===== src/tcdc_pkg.sv =====
// Shared constants, register map and carrier types of the timer channel.
`default_nettype none
package tcdc_pkg;
    localparam int unsigned CNT_W      = 16;
    localparam int unsigned ADDR_W     = 8;
    localparam int unsigned DATA_W     = 16;
    localparam int unsigned FILT_LEN   = 3;

    // Register byte offsets, one aligned word each.
    localparam logic [7:0] OFS_UNIT    = 8'h00;
    localparam logic [7:0] OFS_MODE    = 8'h04;
    localparam logic [7:0] OFS_COMPARE = 8'h08;
    localparam logic [7:0] OFS_COUNTER = 8'h0c;
    localparam logic [7:0] OFS_TRIGGER = 8'h10;
    localparam logic [7:0] OFS_STATUS  = 8'h14;
    localparam logic [7:0] OFS_OUTPUT  = 8'h18;

    // Bit positions inside the trigger, status and output registers.
    localparam int unsigned START_BIT  = 0;
    localparam int unsigned STOP_BIT   = 1;
    localparam int unsigned OVF_BIT    = 0;
    localparam int unsigned EN_BIT     = 1;
    localparam int unsigned OUT_BIT    = 0;
    localparam int unsigned OE_BIT     = 1;

    // Operation mode codes.
    localparam logic [1:0] MODE_EVENT   = 2'h0;
    localparam logic [1:0] MODE_DIVIDER = 2'h1;
    localparam logic [1:0] MODE_CAPTURE = 2'h2;

    // Input edge select codes.
    localparam logic [1:0] EDGE_FALL = 2'h0;
    localparam logic [1:0] EDGE_RISE = 2'h1;
    localparam logic [1:0] EDGE_BOTH = 2'h2;

    // Reset values and counter top value.
    localparam logic [CNT_W-1:0] COUNTER_RST = 16'h0000;
    localparam logic [CNT_W-1:0] COMPARE_RST = 16'h0000;
    localparam logic [CNT_W-1:0] COUNTER_TOP = 16'hffff;

    // Mode register layout, low bit first: mode, start behaviour, edge, start select, filter.
    typedef struct packed {
        logic       noise_filter_en;
        logic [2:0] start_trigger_select;
        logic [1:0] edge_sel;
        logic       start_behaviour;
        logic [1:0] mode;
    } tcdc_mode_t;

    localparam tcdc_mode_t MODE_RST = '0;

    typedef enum logic [2:0] {
        ST_IDLE = 3'b001,
        ST_ARM  = 3'b010,
        ST_RUN  = 3'b100
    } tcdc_state_t;
endpackage : tcdc_pkg
`default_nettype wire


===== src/tcdc_channel.sv =====
// Timer channel: event counter, frequency divider and pulse interval capture.
//
// Function
// - event start loads compare, sets enabled
// - event edge decrements; zero reloads, interrupts
// - start and stop bits self-clear
// - stop clears enabled, holds counter
// - compare change applies at next reload
// - divider loads compare at first edge
// - start behaviour gates first interrupt, toggle
// - divider zero toggles output and reloads
// - output frequency follows compare and edges
// - divider only on first channel
// - output enable gates counting toggles
// - stop holds output, software sets it
// - unit disable initializes, blocks writes
// - per-channel input noise filter
// - capture counts up from zero
// - capture edge copies, clears, interrupts
// - capture updates overflow from wrap
// - many wraps flag as one
// - start while enabled captures in software
// - interval from overflow and capture
// - input sampled on operation clock
// - capture start interrupts if behaviour set
`default_nettype none
module tcdc_channel
    import tcdc_pkg::*;
#(
    parameter bit          HAS_DIVIDER = 1'b1,      // set only on the first channel of the first unit
    parameter int unsigned FILTER_LEN  = FILT_LEN   // samples a filtered level must hold
) (
    input  wire logic              core_clk,           // operation clock, 200 MHz
    input  wire logic              rst_b,              // async reset, active low
    input  wire logic [ADDR_W-1:0] reg_addr,           // register byte address
    input  wire logic [DATA_W-1:0] reg_wdata,          // write data
    input  wire logic              reg_wr,             // write strobe
    input  wire logic              reg_rd,             // read strobe
    output logic      [DATA_W-1:0] reg_rdata,          // read data, cycle after strobe
    input  wire logic              channel_input_pin,  // external event or clock
    output logic                   channel_output_pin, // output register level
    output logic                   channel_output_oe,  // high while timer owns the pin
    output logic                   channel_interrupt   // one-cycle interrupt pulse
);
    logic              unit_enable;
    tcdc_mode_t        mode_cfg;
    logic [CNT_W-1:0]  compare_capture_value;
    logic [CNT_W-1:0]  channel_counter;
    tcdc_state_t       state;
    logic              wrap_seen;
    logic              overflow_flag;
    logic              output_enable_bit;
    logic              filt_level;
    logic              valid_edge;
    logic              channel_enabled_status;
    logic              wr_ok;
    logic              start_cmd;
    logic              stop_cmd;
    logic              out_wr;
    logic [CNT_W-1:0]  next_counter;
    tcdc_state_t       next_state;
    logic              next_irq;
    logic              next_wrap;
    logic              toggle;
    logic              capture;

    function automatic logic hit(input logic [ADDR_W-1:0] a, input logic [7:0] ofs);
        hit = (a == ofs);
    endfunction : hit

    assign wr_ok     = reg_wr & unit_enable;
    assign start_cmd = wr_ok & hit(reg_addr, OFS_TRIGGER) & reg_wdata[START_BIT];
    assign stop_cmd  = wr_ok & hit(reg_addr, OFS_TRIGGER) & reg_wdata[STOP_BIT];
    assign out_wr    = wr_ok & hit(reg_addr, OFS_OUTPUT);
    assign channel_enabled_status = (state != ST_IDLE);

    tcdc_noise_filter #(
        .LEN(FILTER_LEN)
    ) u_filter (
        .core_clk(core_clk),
        .rst_b   (rst_b),
        .clear   (!unit_enable),
        .enable  (mode_cfg.noise_filter_en),
        .pin_in  (channel_input_pin),
        .pin_out (filt_level)
    );

    tcdc_edge_detect u_edge (
        .core_clk  (core_clk),
        .rst_b     (rst_b),
        .clear     (!unit_enable),
        .edge_sel  (mode_cfg.edge_sel),
        .level     (filt_level),
        .valid_edge(valid_edge)
    );

    // The unit enable itself stays writable, otherwise the unit could never be woken.
    always_ff @(posedge core_clk or negedge rst_b) begin
        if (!rst_b) begin
            unit_enable <= 1'b0;
        end else if (reg_wr && hit(reg_addr, OFS_UNIT)) begin
            unit_enable <= reg_wdata[0];
        end
    end

    always_ff @(posedge core_clk or negedge rst_b) begin
        if (!rst_b) begin
            mode_cfg          <= MODE_RST;
            output_enable_bit <= 1'b0;
        end else if (!unit_enable) begin
            mode_cfg          <= MODE_RST;
            output_enable_bit <= 1'b0;
        end else begin
            if (wr_ok && hit(reg_addr, OFS_MODE)) begin
                mode_cfg <= tcdc_mode_t'(reg_wdata[$bits(tcdc_mode_t)-1:0]);
            end
            if (out_wr) begin
                output_enable_bit <= reg_wdata[OE_BIT];
            end
        end
    end

    // Channel engine; stop has priority over start within one write.
    always_comb begin
        next_counter = channel_counter;
        next_state   = state;
        next_irq     = 1'b0;
        next_wrap    = wrap_seen;
        toggle       = 1'b0;
        capture      = 1'b0;
        if (stop_cmd) begin
            next_state = ST_IDLE;
        end else begin
            case (state)
                ST_IDLE: begin
                    if (start_cmd) begin
                        case (mode_cfg.mode)
                            MODE_EVENT: begin
                                next_counter = compare_capture_value;
                                next_state   = ST_RUN;
                            end
                            MODE_DIVIDER: begin
                                if (HAS_DIVIDER) begin
                                    next_state = ST_ARM;
                                end
                            end
                            MODE_CAPTURE: begin
                                next_counter = COUNTER_RST;
                                next_wrap    = 1'b0;
                                next_irq     = mode_cfg.start_behaviour;
                                next_state   = ST_RUN;
                            end
                            default: begin
                                next_state = ST_IDLE;
                            end
                        endcase
                    end
                end
                ST_ARM: begin
                    if (valid_edge) begin
                        next_counter = compare_capture_value;
                        next_irq     = mode_cfg.start_behaviour;
                        toggle       = mode_cfg.start_behaviour;
                        next_state   = ST_RUN;
                    end
                end
                ST_RUN: begin
                    if (mode_cfg.mode == MODE_CAPTURE) begin
                        capture = valid_edge | start_cmd;
                        if (capture) begin
                            next_counter = COUNTER_RST;
                            next_irq     = 1'b1;
                            next_wrap    = 1'b0;
                        end else begin
                            next_counter = channel_counter + 16'h0001;
                            if (channel_counter == COUNTER_TOP) begin
                                next_wrap = 1'b1;
                            end
                        end
                    end else if (valid_edge) begin
                        // period is compare plus one edges
                        if (channel_counter == COUNTER_RST) begin
                            next_counter = compare_capture_value;
                            next_irq     = 1'b1;
                            toggle       = 1'b1;
                        end else begin
                            next_counter = channel_counter - 16'h0001;
                        end
                    end
                end
                default: begin
                    next_state = ST_IDLE;
                end
            endcase
        end
    end

    always_ff @(posedge core_clk or negedge rst_b) begin
        if (!rst_b) begin
            channel_counter   <= COUNTER_RST;
            state             <= ST_IDLE;
            wrap_seen         <= 1'b0;
            channel_interrupt <= 1'b0;
        end else if (!unit_enable) begin
            channel_counter   <= COUNTER_RST;
            state             <= ST_IDLE;
            wrap_seen         <= 1'b0;
            channel_interrupt <= 1'b0;
        end else begin
            channel_counter   <= next_counter;
            state             <= next_state;
            wrap_seen         <= next_wrap;
            channel_interrupt <= next_irq;
        end
    end

    // Capture from the engine wins over a software write in the same cycle.
    always_ff @(posedge core_clk or negedge rst_b) begin
        if (!rst_b) begin
            compare_capture_value <= COMPARE_RST;
        end else if (!unit_enable) begin
            compare_capture_value <= COMPARE_RST;
        end else if (capture && !stop_cmd) begin
            compare_capture_value <= channel_counter;
        end else if (wr_ok && hit(reg_addr, OFS_COMPARE)) begin
            compare_capture_value <= reg_wdata;
        end
    end

    always_ff @(posedge core_clk or negedge rst_b) begin
        if (!rst_b) begin
            overflow_flag <= 1'b0;
        end else if (!unit_enable) begin
            overflow_flag <= 1'b0;
        end else if (capture && !stop_cmd) begin
            overflow_flag <= wrap_seen;
        end
    end

    always_ff @(posedge core_clk or negedge rst_b) begin
        if (!rst_b) begin
            channel_output_pin <= 1'b0;
        end else if (!unit_enable) begin
            channel_output_pin <= 1'b0;
        end else if (out_wr) begin
            channel_output_pin <= reg_wdata[OUT_BIT];
        end else if (toggle && output_enable_bit && !stop_cmd) begin
            channel_output_pin <= ~channel_output_pin;
        end
    end

    assign channel_output_oe = unit_enable;

    always_ff @(posedge core_clk or negedge rst_b) begin
        if (!rst_b) begin
            reg_rdata <= '0;
        end else if (reg_rd) begin
            case (reg_addr)
                OFS_UNIT:    reg_rdata <= {15'h0000, unit_enable};
                OFS_MODE:    reg_rdata <= {{(DATA_W-$bits(tcdc_mode_t)){1'b0}}, mode_cfg};
                OFS_COMPARE: reg_rdata <= compare_capture_value;
                OFS_COUNTER: reg_rdata <= channel_counter;
                OFS_STATUS:  reg_rdata <= {14'h0000, channel_enabled_status, overflow_flag};
                OFS_OUTPUT:  reg_rdata <= {14'h0000, output_enable_bit, channel_output_pin};
                default:     reg_rdata <= '0;
            endcase
        end else begin
            reg_rdata <= '0;
        end
    end
endmodule : tcdc_channel
`default_nettype wire


===== src/tcdc_edge_detect.sv =====
// Valid edge detector for the filtered channel input.
`default_nettype none
module tcdc_edge_detect
    import tcdc_pkg::*;
(
    input  wire logic       core_clk,  // operation clock
    input  wire logic       rst_b,     // async reset, active low
    input  wire logic       clear,     // unit disabled
    input  wire logic [1:0] edge_sel,  // falling, rising or both
    input  wire logic       level,     // filtered input level
    output logic            valid_edge // one-cycle pulse per valid edge
);
    logic prev;

    always_ff @(posedge core_clk or negedge rst_b) begin
        if (!rst_b) begin
            prev <= 1'b0;
        end else if (clear) begin
            prev <= 1'b0;
        end else begin
            prev <= level;
        end
    end

    always_comb begin
        case (edge_sel)
            EDGE_FALL: valid_edge = prev & ~level;
            EDGE_RISE: valid_edge = ~prev & level;
            EDGE_BOTH: valid_edge = prev ^ level;
            default:   valid_edge = 1'b0;
        endcase
    end
endmodule : tcdc_edge_detect
`default_nettype wire


===== src/tcdc_noise_filter.sv =====
// Optional noise filter on the channel input pin.
`default_nettype none
module tcdc_noise_filter
    import tcdc_pkg::*;
#(
    parameter int unsigned LEN = FILT_LEN
) (
    input  wire logic core_clk,  // operation clock
    input  wire logic rst_b,     // async reset, active low
    input  wire logic clear,     // unit disabled, hold initial state
    input  wire logic enable,    // filter engaged when high
    input  wire logic pin_in,    // raw input pin level
    output var  logic pin_out    // filtered level
);
    logic [3:0] stable_cnt;

    // While enabled, a level only passes once it has been seen on LEN consecutive samples; disabled, it passes at once.
    always_ff @(posedge core_clk or negedge rst_b) begin
        if (!rst_b) begin
            stable_cnt <= 4'h0;
            pin_out    <= 1'b0;
        end else if (clear) begin
            stable_cnt <= 4'h0;
            pin_out    <= 1'b0;
        end else if (!enable || pin_in == pin_out) begin
            stable_cnt <= 4'h0;
            pin_out    <= pin_in;
        end else if (stable_cnt >= 4'(LEN - 1)) begin
            stable_cnt <= 4'h0;
            pin_out    <= pin_in;
        end else begin
            stable_cnt <= stable_cnt + 4'h1;
        end
    end
endmodule : tcdc_noise_filter
`default_nettype wire


===== config.mk =====
export PLATFORM = sky130hd
export DESIGN_NAME = tcdc_channel
export DESIGN_NICKNAME = d
export VERILOG_FILES = /design/src/tcdc_pkg.sv /design/src/tcdc_channel.sv /design/src/tcdc_edge_detect.sv /design/src/tcdc_noise_filter.sv
export SDC_FILE = /design/constraint.sdc
export NUM_CORES = 1
export LEC_CHECK = 0
export BUFFER_PORTS_ARGS = -buffer_cell sky130_fd_sc_hd__buf_2
export CAP_MARGIN = 40
export CORE_ASPECT_RATIO = 1.2
export CORE_MARGIN = 2
export CORE_UTILIZATION = 30
export CTS_BUF_LIST = sky130_fd_sc_hd__clkbuf_16
export CTS_CLUSTER_DIAMETER = 80
export DETAILED_ROUTE_END_ITERATION = 8
export GPL_TIMING_DRIVEN = 0
export PLACE_DENSITY = 0.45
export SETUP_SLACK_MARGIN = 0.3
export SLEW_MARGIN = 10
export SYNTH_ARGS = -nofsm -noshare
export SYNTH_HDL_FRONTEND = slang
export SYNTH_HIERARCHICAL = 1
export SYNTH_SLANG_ARGS = --single-unit
export TNS_END_PERCENT = 1

===== constraint.sdc =====
create_clock -name core_clk -period 2.8 [get_ports core_clk]
set_input_delay 0.56 -clock core_clk [delete_from_list [all_inputs] [get_ports core_clk]]
set_output_delay 0.56 -clock core_clk [all_outputs]
set_load 0.05 [all_outputs]

==> results.sh, run 1 <==
export IMPL_n_fill_cell=1592
export IMPL_clock_latency_ns=0.34
export IMPL_ys_flop_type="dfrtp_1"
export IMPL_cp_required_ns=3.04
export IMPL_critPathKind="reg -> reg"
export IMPL_drc=0
export IMPL_initial_core_util=0.3087
export IMPL_area_delta_synth_final_pct=25.45
export IMPL_first_pass_iters=5
export IMPL_rows=49
export IMPL_htree_levels=3
export IMPL_cts_tree="yes"
export IMPL_clock_sinks=72
export IMPL_final_cells=822
export IMPL_cts_hold_fix_buffers=0
export IMPL_cp_max_fo=10
export IMPL_power_density_nw_per_um2=551.4
export IMPL_pin_count=48
export IMPL_endpoint_kind="flip-flop"
export IMPL_syn_num_nets=579
export IMPL_hold_viol=0
export IMPL_utilization=0.3873
export IMPL_syn_area_um2=4656
export IMPL_drive_gt1_frac=0.2184
export IMPL_synth_seq_cells=72
export IMPL_p_leak_nw=2.507
export IMPL_yosysTopAreaCellShare=0.3816
export IMPL_synth_edf_count=0
export IMPL_place_congestion=0.9496
export IMPL_ys_warnings_count=6
export IMPL_cp_arrival_ns=2.70
export IMPL_core_um2=15080
export IMPL_dieHeight_um=140.5
export IMPL_ant_nets=0
export IMPL_grtUsageTotal=0.1977
export IMPL_wl_um=16310
export IMPL_synth_cell_type_count=64
export IMPL_dp_cells=795
export IMPL_vdd_drop_max_mv=0.2996
export IMPL_period_minus_slack_ns=2.464
export IMPL_skew_ns=0.006879
export IMPL_drtIter0Drc=432
export IMPL_yosysMostFrequentCell="dfrtp_1"
export IMPL_cts_root_buf="clkbuf_16"
export IMPL_wl_per_cell_um=19.84
export IMPL_clkTransAtPathRegs_ns=0.06
export IMPL_grt_overflow=0
export IMPL_slew_violations=0
export IMPL_maxCapViolations=0
export IMPL_synth_top_area_cell="dfrtp_1"
export IMPL_die_area_um2=16540
export IMPL_cp_start_kind="flip-flop"
export IMPL_synth_cells=543
export IMPL_syn_area_per_cell_um2=8.574
export IMPL_netlist_top_cells_count="dfrtp_1, nor2_1, clkbuf_1, nand3_1, o21ai_0"
export IMPL_worst_pin_slew_ns=0.8011
export IMPL_grt_max_degree=61
export IMPL_antenna_found_initial=0
export IMPL_fin_nets=649
export IMPL_synth_seq_area_share=0.3873
export IMPL_rsz0062_at_grt="yes"
export IMPL_synth_top_cells_by_area="dfrtp_1, nor2_1, mux2i_1"
export IMPL_clockBufferDepth=2
export IMPL_grt_pass1_vias=4432
export IMPL_numCtsBuffers=9
export IMPL_synthArstFlopShare=1.000
export IMPL_vias_per_cell=5.642
export IMPL_slew_headroom=0.4659
export IMPL_vias=4638
export IMPL_antenna_cells=0
export IMPL_status="complete, no violations"
export IMPL_fin_crit_sh=0.8798
export IMPL_hold_class="in -> async"
export IMPL_grt_pass1_wl_um=25430
export IMPL_hpwl_um=12010
export IMPL_fmax_mhz=405.9
export IMPL_portBuffers=46
export IMPL_setup_viol=0
export IMPL_die_w_um=117.7
## through the flow
stage                     TNS (ns)  worst slack, ns  hold WS [ns]  power, mW  instance area, µm²
after global routing             0           0.2186       0.06807      3.381                5841
after CTS                        0           0.1551       0.06275      3.190                5654
after floorplan                  0           0.2666        0.2644      1.576                4666
after detailed placement    -5.645          -0.3210        0.4312      1.789                5186
final                            0           0.3365       0.06547      3.221                5841
after global placement      -7.412          -0.5365        0.4540      1.777                5151
## sequential cells by signal (all words and copies together), names as in the netlist, 3 cells and up
signal                 flops
state                      3
u_filter/stable_cnt        4
channel_counter           16
compare_capture_value     16
reg_rdata                 16
mode_cfg                   9
## placed cells by master (no fill, tap or decap), types with 4 or more instances in the layout
master	n
dfrtp_1	70
nor2_1	66
buf_2	50
nand3_1	35
o21ai_0	31
nand2_1	30
clkbuf_1	28
a21oi_1	25
inv_1	22
mux2i_1	20
a211oi_1	17
nand4_1	12
a22oi_1	11
buf_4	11
nor3_1	10
xnor2_1	10
mux2_2	9
clkbuf_16	9
a22o_1	8
nor4_1	8
buf_6	7
nand2b_1	7
xor2_1	6
ha_1	6
nor2b_1	5
or3_1	5
a32oi_1	4
a211oi_2	4
## routing by layer
metal  share of wire  track usage  routed length (µm)
met1            0.44       0.2612                7229
met2            0.47       0.3231                7740
met3           0.046      0.02850                 753
met4           0.036      0.08497                 581
met5               0            0                   0
## final cells by class
cell class / count / area [µm²] / share of cell area
Clock inverter: 7 / 118.9 / 0.02035
Timing Repair Buffer: 59 / 345.3 / 0.05913
Multi-Input combinational cell: 404 / 2773 / 0.4747
Sequential cell: 72 / 1804 / 0.3089
Inverter: 23 / 86.33 / 0.01478
Tap cell: 204 / 255.2 / 0.04370
Buffer: 44 / 232.7 / 0.03985
Clock buffer: 9 / 225.2 / 0.03856
## kinds of logic (layout without fill, tap and decap cells)
family / after synthesis / after routing / synth area share
and+or+nand+nor: 209 / 209 / 0.2306
AOI/OAI and AO/OA: 142 / 142 / 0.2075
DFF: 72 / 72 / 0.3873
buffers and inverters: 67 / 142 / 0.06020
muxes: 29 / 29 / 0.06477
xor gates and xnor gates: 16 / 16 / 0.03010
adders and majority gates: 7 / 7 / 0.01881
other: 1 / 1 / 0.0008055
## worst max-delay path, stage by stage (launching register included)
cell and delay [ns]:
dfrtp_1 0.40, inv_2 0.07, ha_1 0.13, mux2i_1 0.07
o22ai_2 0.23, buf_6 0.15, nor4bb_4 0.21, a211oi_2 0.09
and2_4 0.18, or3_4 0.37, buf_6 0.17, o32ai_2 0.28
## power by group
part	switching (mW)	internal, mW
Sequential	0.0711	1.09
Clock	0.482	0.872
Combinational	0.413	0.290
## path summary, 6_finish.rpt
kind	start	to	slack [ns]	cells past startpoint
max	u_filter/pin_out$_DFFE_PN0P_	channel_counter[1]$_DFFE_PN0P_	0.34	11
min	rst_b	channel_counter[2]$_DFFE_PN0P_	0.07	1
max reg2reg	u_filter/pin_out$_DFFE_PN0P_	channel_counter[1]$_DFFE_PN0P_	0.34	11
min reg2reg	u_filter/stable_cnt[0]$_DFF_PN0_	u_filter/stable_cnt[0]$_DFF_PN0_	0.46	1
max in group asynchronous	rst_b	channel_counter[5]$_DFFE_PN0P_	2.16	2
min in group core_clk	channel_input_pin	u_filter/pin_out$_DFFE_PN0P_	0.45	2
## timing repair
item	in CTS	in global routing
setup endpoints to repair	36	45
gates resized for setup	20	39
pin swaps	1	9
endpoints found under the hold margin	0	0
setup buffers	5	5
gates cloned	0	1
No activity file was read; power rests on OpenSTA's default activity.
==> run 2: changes to the inputs <==
clock period = 2.5 ns   (was 2.8 ns; I/O delays follow)
==> run 2 against run 1 <==
  * Register-to-register slack got worse by 0.30 ns
  * Non-clock buffer count is 3 higher
  * Final cell count grew 0.36%
  * Design area up 4.3%
  * Fmax barely moved
  * Global-route usage rose by 0.27 points
  * Setup slack got worse by 0.30 ns
  * Largest cell class unchanged
  * Critical path depth fell by 4
  * Hold slack lost 0.062 ns
  * Critical path type unchanged
  * Sequential power is 12% higher
  * Die area did not move
  * Sequential cell count unchanged
  * Critical endpoint is now channel_counter[3]$_DFFE_PN0P_
==> results.sh, run 2 (synthesis results as in run 1) <==
export IMPL_n_fill_cell=1568
export IMPL_total_power_mw=3.683
export IMPL_met3_usage=0.02932
export IMPL_area_delta_synth_final_pct=30.80
export IMPL_cpPeakStageDelay_ns=0.60
export IMPL_slew_headroom=0.4176
export IMPL_slew_violations=0
export IMPL_die_area_um2=16540
export IMPL_wl_um=16600
export IMPL_place_area_um2=5186
export IMPL_grt_pass1_wl_um=25850
export IMPL_numCtsBuffers=9
export IMPL_vias=4637
export IMPL_htree_levels=3
export IMPL_cts_hold_fix_buffers=0
export IMPL_grtUsageTotal=0.2005
export IMPL_drtIter0Drc=408
export IMPL_hpwl_um=12010
export IMPL_portBuffers=46
export IMPL_place_congestion=0.9496
export IMPL_use_met2=0.3296
export IMPL_drc=0
export IMPL_status="complete, no violations"
export IMPL_hold_class="in -> async"
export IMPL_grt_util_met1=0.2626
export IMPL_fin_nets=652
export IMPL_first_pass_iters=5
export IMPL_cts_root_buf="clkbuf_16"
export IMPL_core_um2=15080
export IMPL_clock_sinks=72
export IMPL_p_leak_nw=2.590
export IMPL_final_cell_mix="dfrtp_1, nor2_1, buf_2, nand3_1, nand2_1"
export IMPL_grt_pass1_vias=4548
export IMPL_setup_viol=0
export IMPL_clockBufferDepth=2
export IMPL_rsz0062_at_grt="yes"
export IMPL_reg_top3="channel_counter: 16 flops, compare_capture_value: 16 flops, reg_rdata: 16 flops"
export IMPL_fin_crit_sh=0.9857
export IMPL_die_w_um=117.7
export IMPL_layout_commonest_cell="dfrtp_1"
export IMPL_final_cells=825
export IMPL_period_minus_slack_ns=2.464
export IMPL_design_area_um2=6090
export IMPL_endpoint_kind="flip-flop"
export IMPL_clkTransAtPathRegs_ns=0.06
export IMPL_initial_core_util=0.3087
export IMPL_path_cells="clkbuf_1 > or3b_2 > a311oi_4 > a211o_1 > buf_6 > a211oi_2 > a22o_1"
export IMPL_finalSetupTns_ns=0
export IMPL_grt_max_degree=61
export IMPL_grt_overflow=0
export IMPL_vdd_drop_max_mv=0.3366
export IMPL_dp_cells=795
export IMPL_dieHeight_um=140.5
export IMPL_drive_gt1_frac=0.2738
export IMPL_clock_latency_ns=0.34
export IMPL_antenna_found_initial=0
export IMPL_cts_tree="yes"
export IMPL_cp_start_kind="flip-flop"
export IMPL_pin_count=48
export IMPL_critPathKind="reg -> reg"
export IMPL_cp_num_buf_inv=2
export IMPL_critPathTopFamily="compound AO/OA/AOI/OAI gates"
export IMPL_maxCapViolations=0
export IMPL_cp_arrival_ns=2.69
export IMPL_ant_nets=0
export IMPL_cp_max_fo=10
export IMPL_vias_per_cell=5.621
export IMPL_power_density_nw_per_um2=604.8
export IMPL_fmax_mhz=405.8
export IMPL_worst_pin_slew_ns=0.8735
export IMPL_antenna_cells=0
export IMPL_wl_per_cell_um=20.12
export IMPL_rows=49
export IMPL_cp_required_ns=2.72
export IMPL_hold_viol=0
export IMPL_grt_busiest_layer="met2"
export IMPL_crit_slowest_cell="or3b_2"
export IMPL_skew_ns=0.008293
-- run 2: what timing repair did --
item	4_1_cts	5_1_grt
pin swaps	11	15
setup buffers	12	1
setup endpoints to repair	46	49
resized for setup	50	73
gates cloned	1	0
-- run 2: through the flow --
step | setup slack [ns] | utilization | hold slack (ns)
after detailed placement | -0.6210 | 0.3439 | 0.3712
after global placement | -0.8365 | 0.3415 | 0.4540
after global routing | -0.06040 | 0.4038 | 0.008070
after floorplan | 0.02656 | - | 0.2044
after CTS | 0.06907 | 0.3886 | 0.002722
final | 0.03581 | 0.4038 | 0.003426
-- run 2: path summary, 6_finish.rpt --
path,startpoint,endpoint,slack [ns],cells past startpoint
min in group core_clk,channel_input_pin,u_filter/pin_out$_DFFE_PN0P_,0.38,2
max in group asynchronous,rst_b,channel_counter[5]$_DFFE_PN0P_,1.93,2
worst min register to register,u_filter/stable_cnt[0]$_DFF_PN0_,u_filter/stable_cnt[0]$_DFF_PN0_,0.47,1
worst max-delay path,state[2]$_DFFE_PN0P_,channel_counter[3]$_DFFE_PN0P_,0.04,7
worst min-delay path,rst_b,channel_counter[2]$_DFFE_PN0P_,0.003,1
worst max register to register,state[2]$_DFFE_PN0P_,channel_counter[3]$_DFFE_PN0P_,0.04,7
-- run 2: where the power goes --
group	total [mW]	switching [mW]	internal, mW
registers	1.30	0.0812	1.22
clock network	1.53	0.556	0.977
logic	0.847	0.493	0.353
-- run 2: area by class of cell --
class | instances | area (µm²) | area share
Inverter | 23 | 86.33 | 0.01418
Buffer | 44 | 275.3 | 0.04520
Clock inverter | 7 | 118.9 | 0.01952
Clock buffer | 9 | 225.2 | 0.03698
Timing Repair Buffer | 62 | 382.9 | 0.06287
Multi-Input combinational cell | 404 | 2942 | 0.4830
Sequential cell | 72 | 1804 | 0.2963
Tap cell | 204 | 255.2 | 0.04191
-- run 2: per-layer routing --
layer | wire (µm) | vias to the layer above
met5 | 0 | -
met4 | 548 | 0
met3 | 674 | 36
met2 | 8113 | 157
met1 | 7261 | 2301
li1 | - | 2143
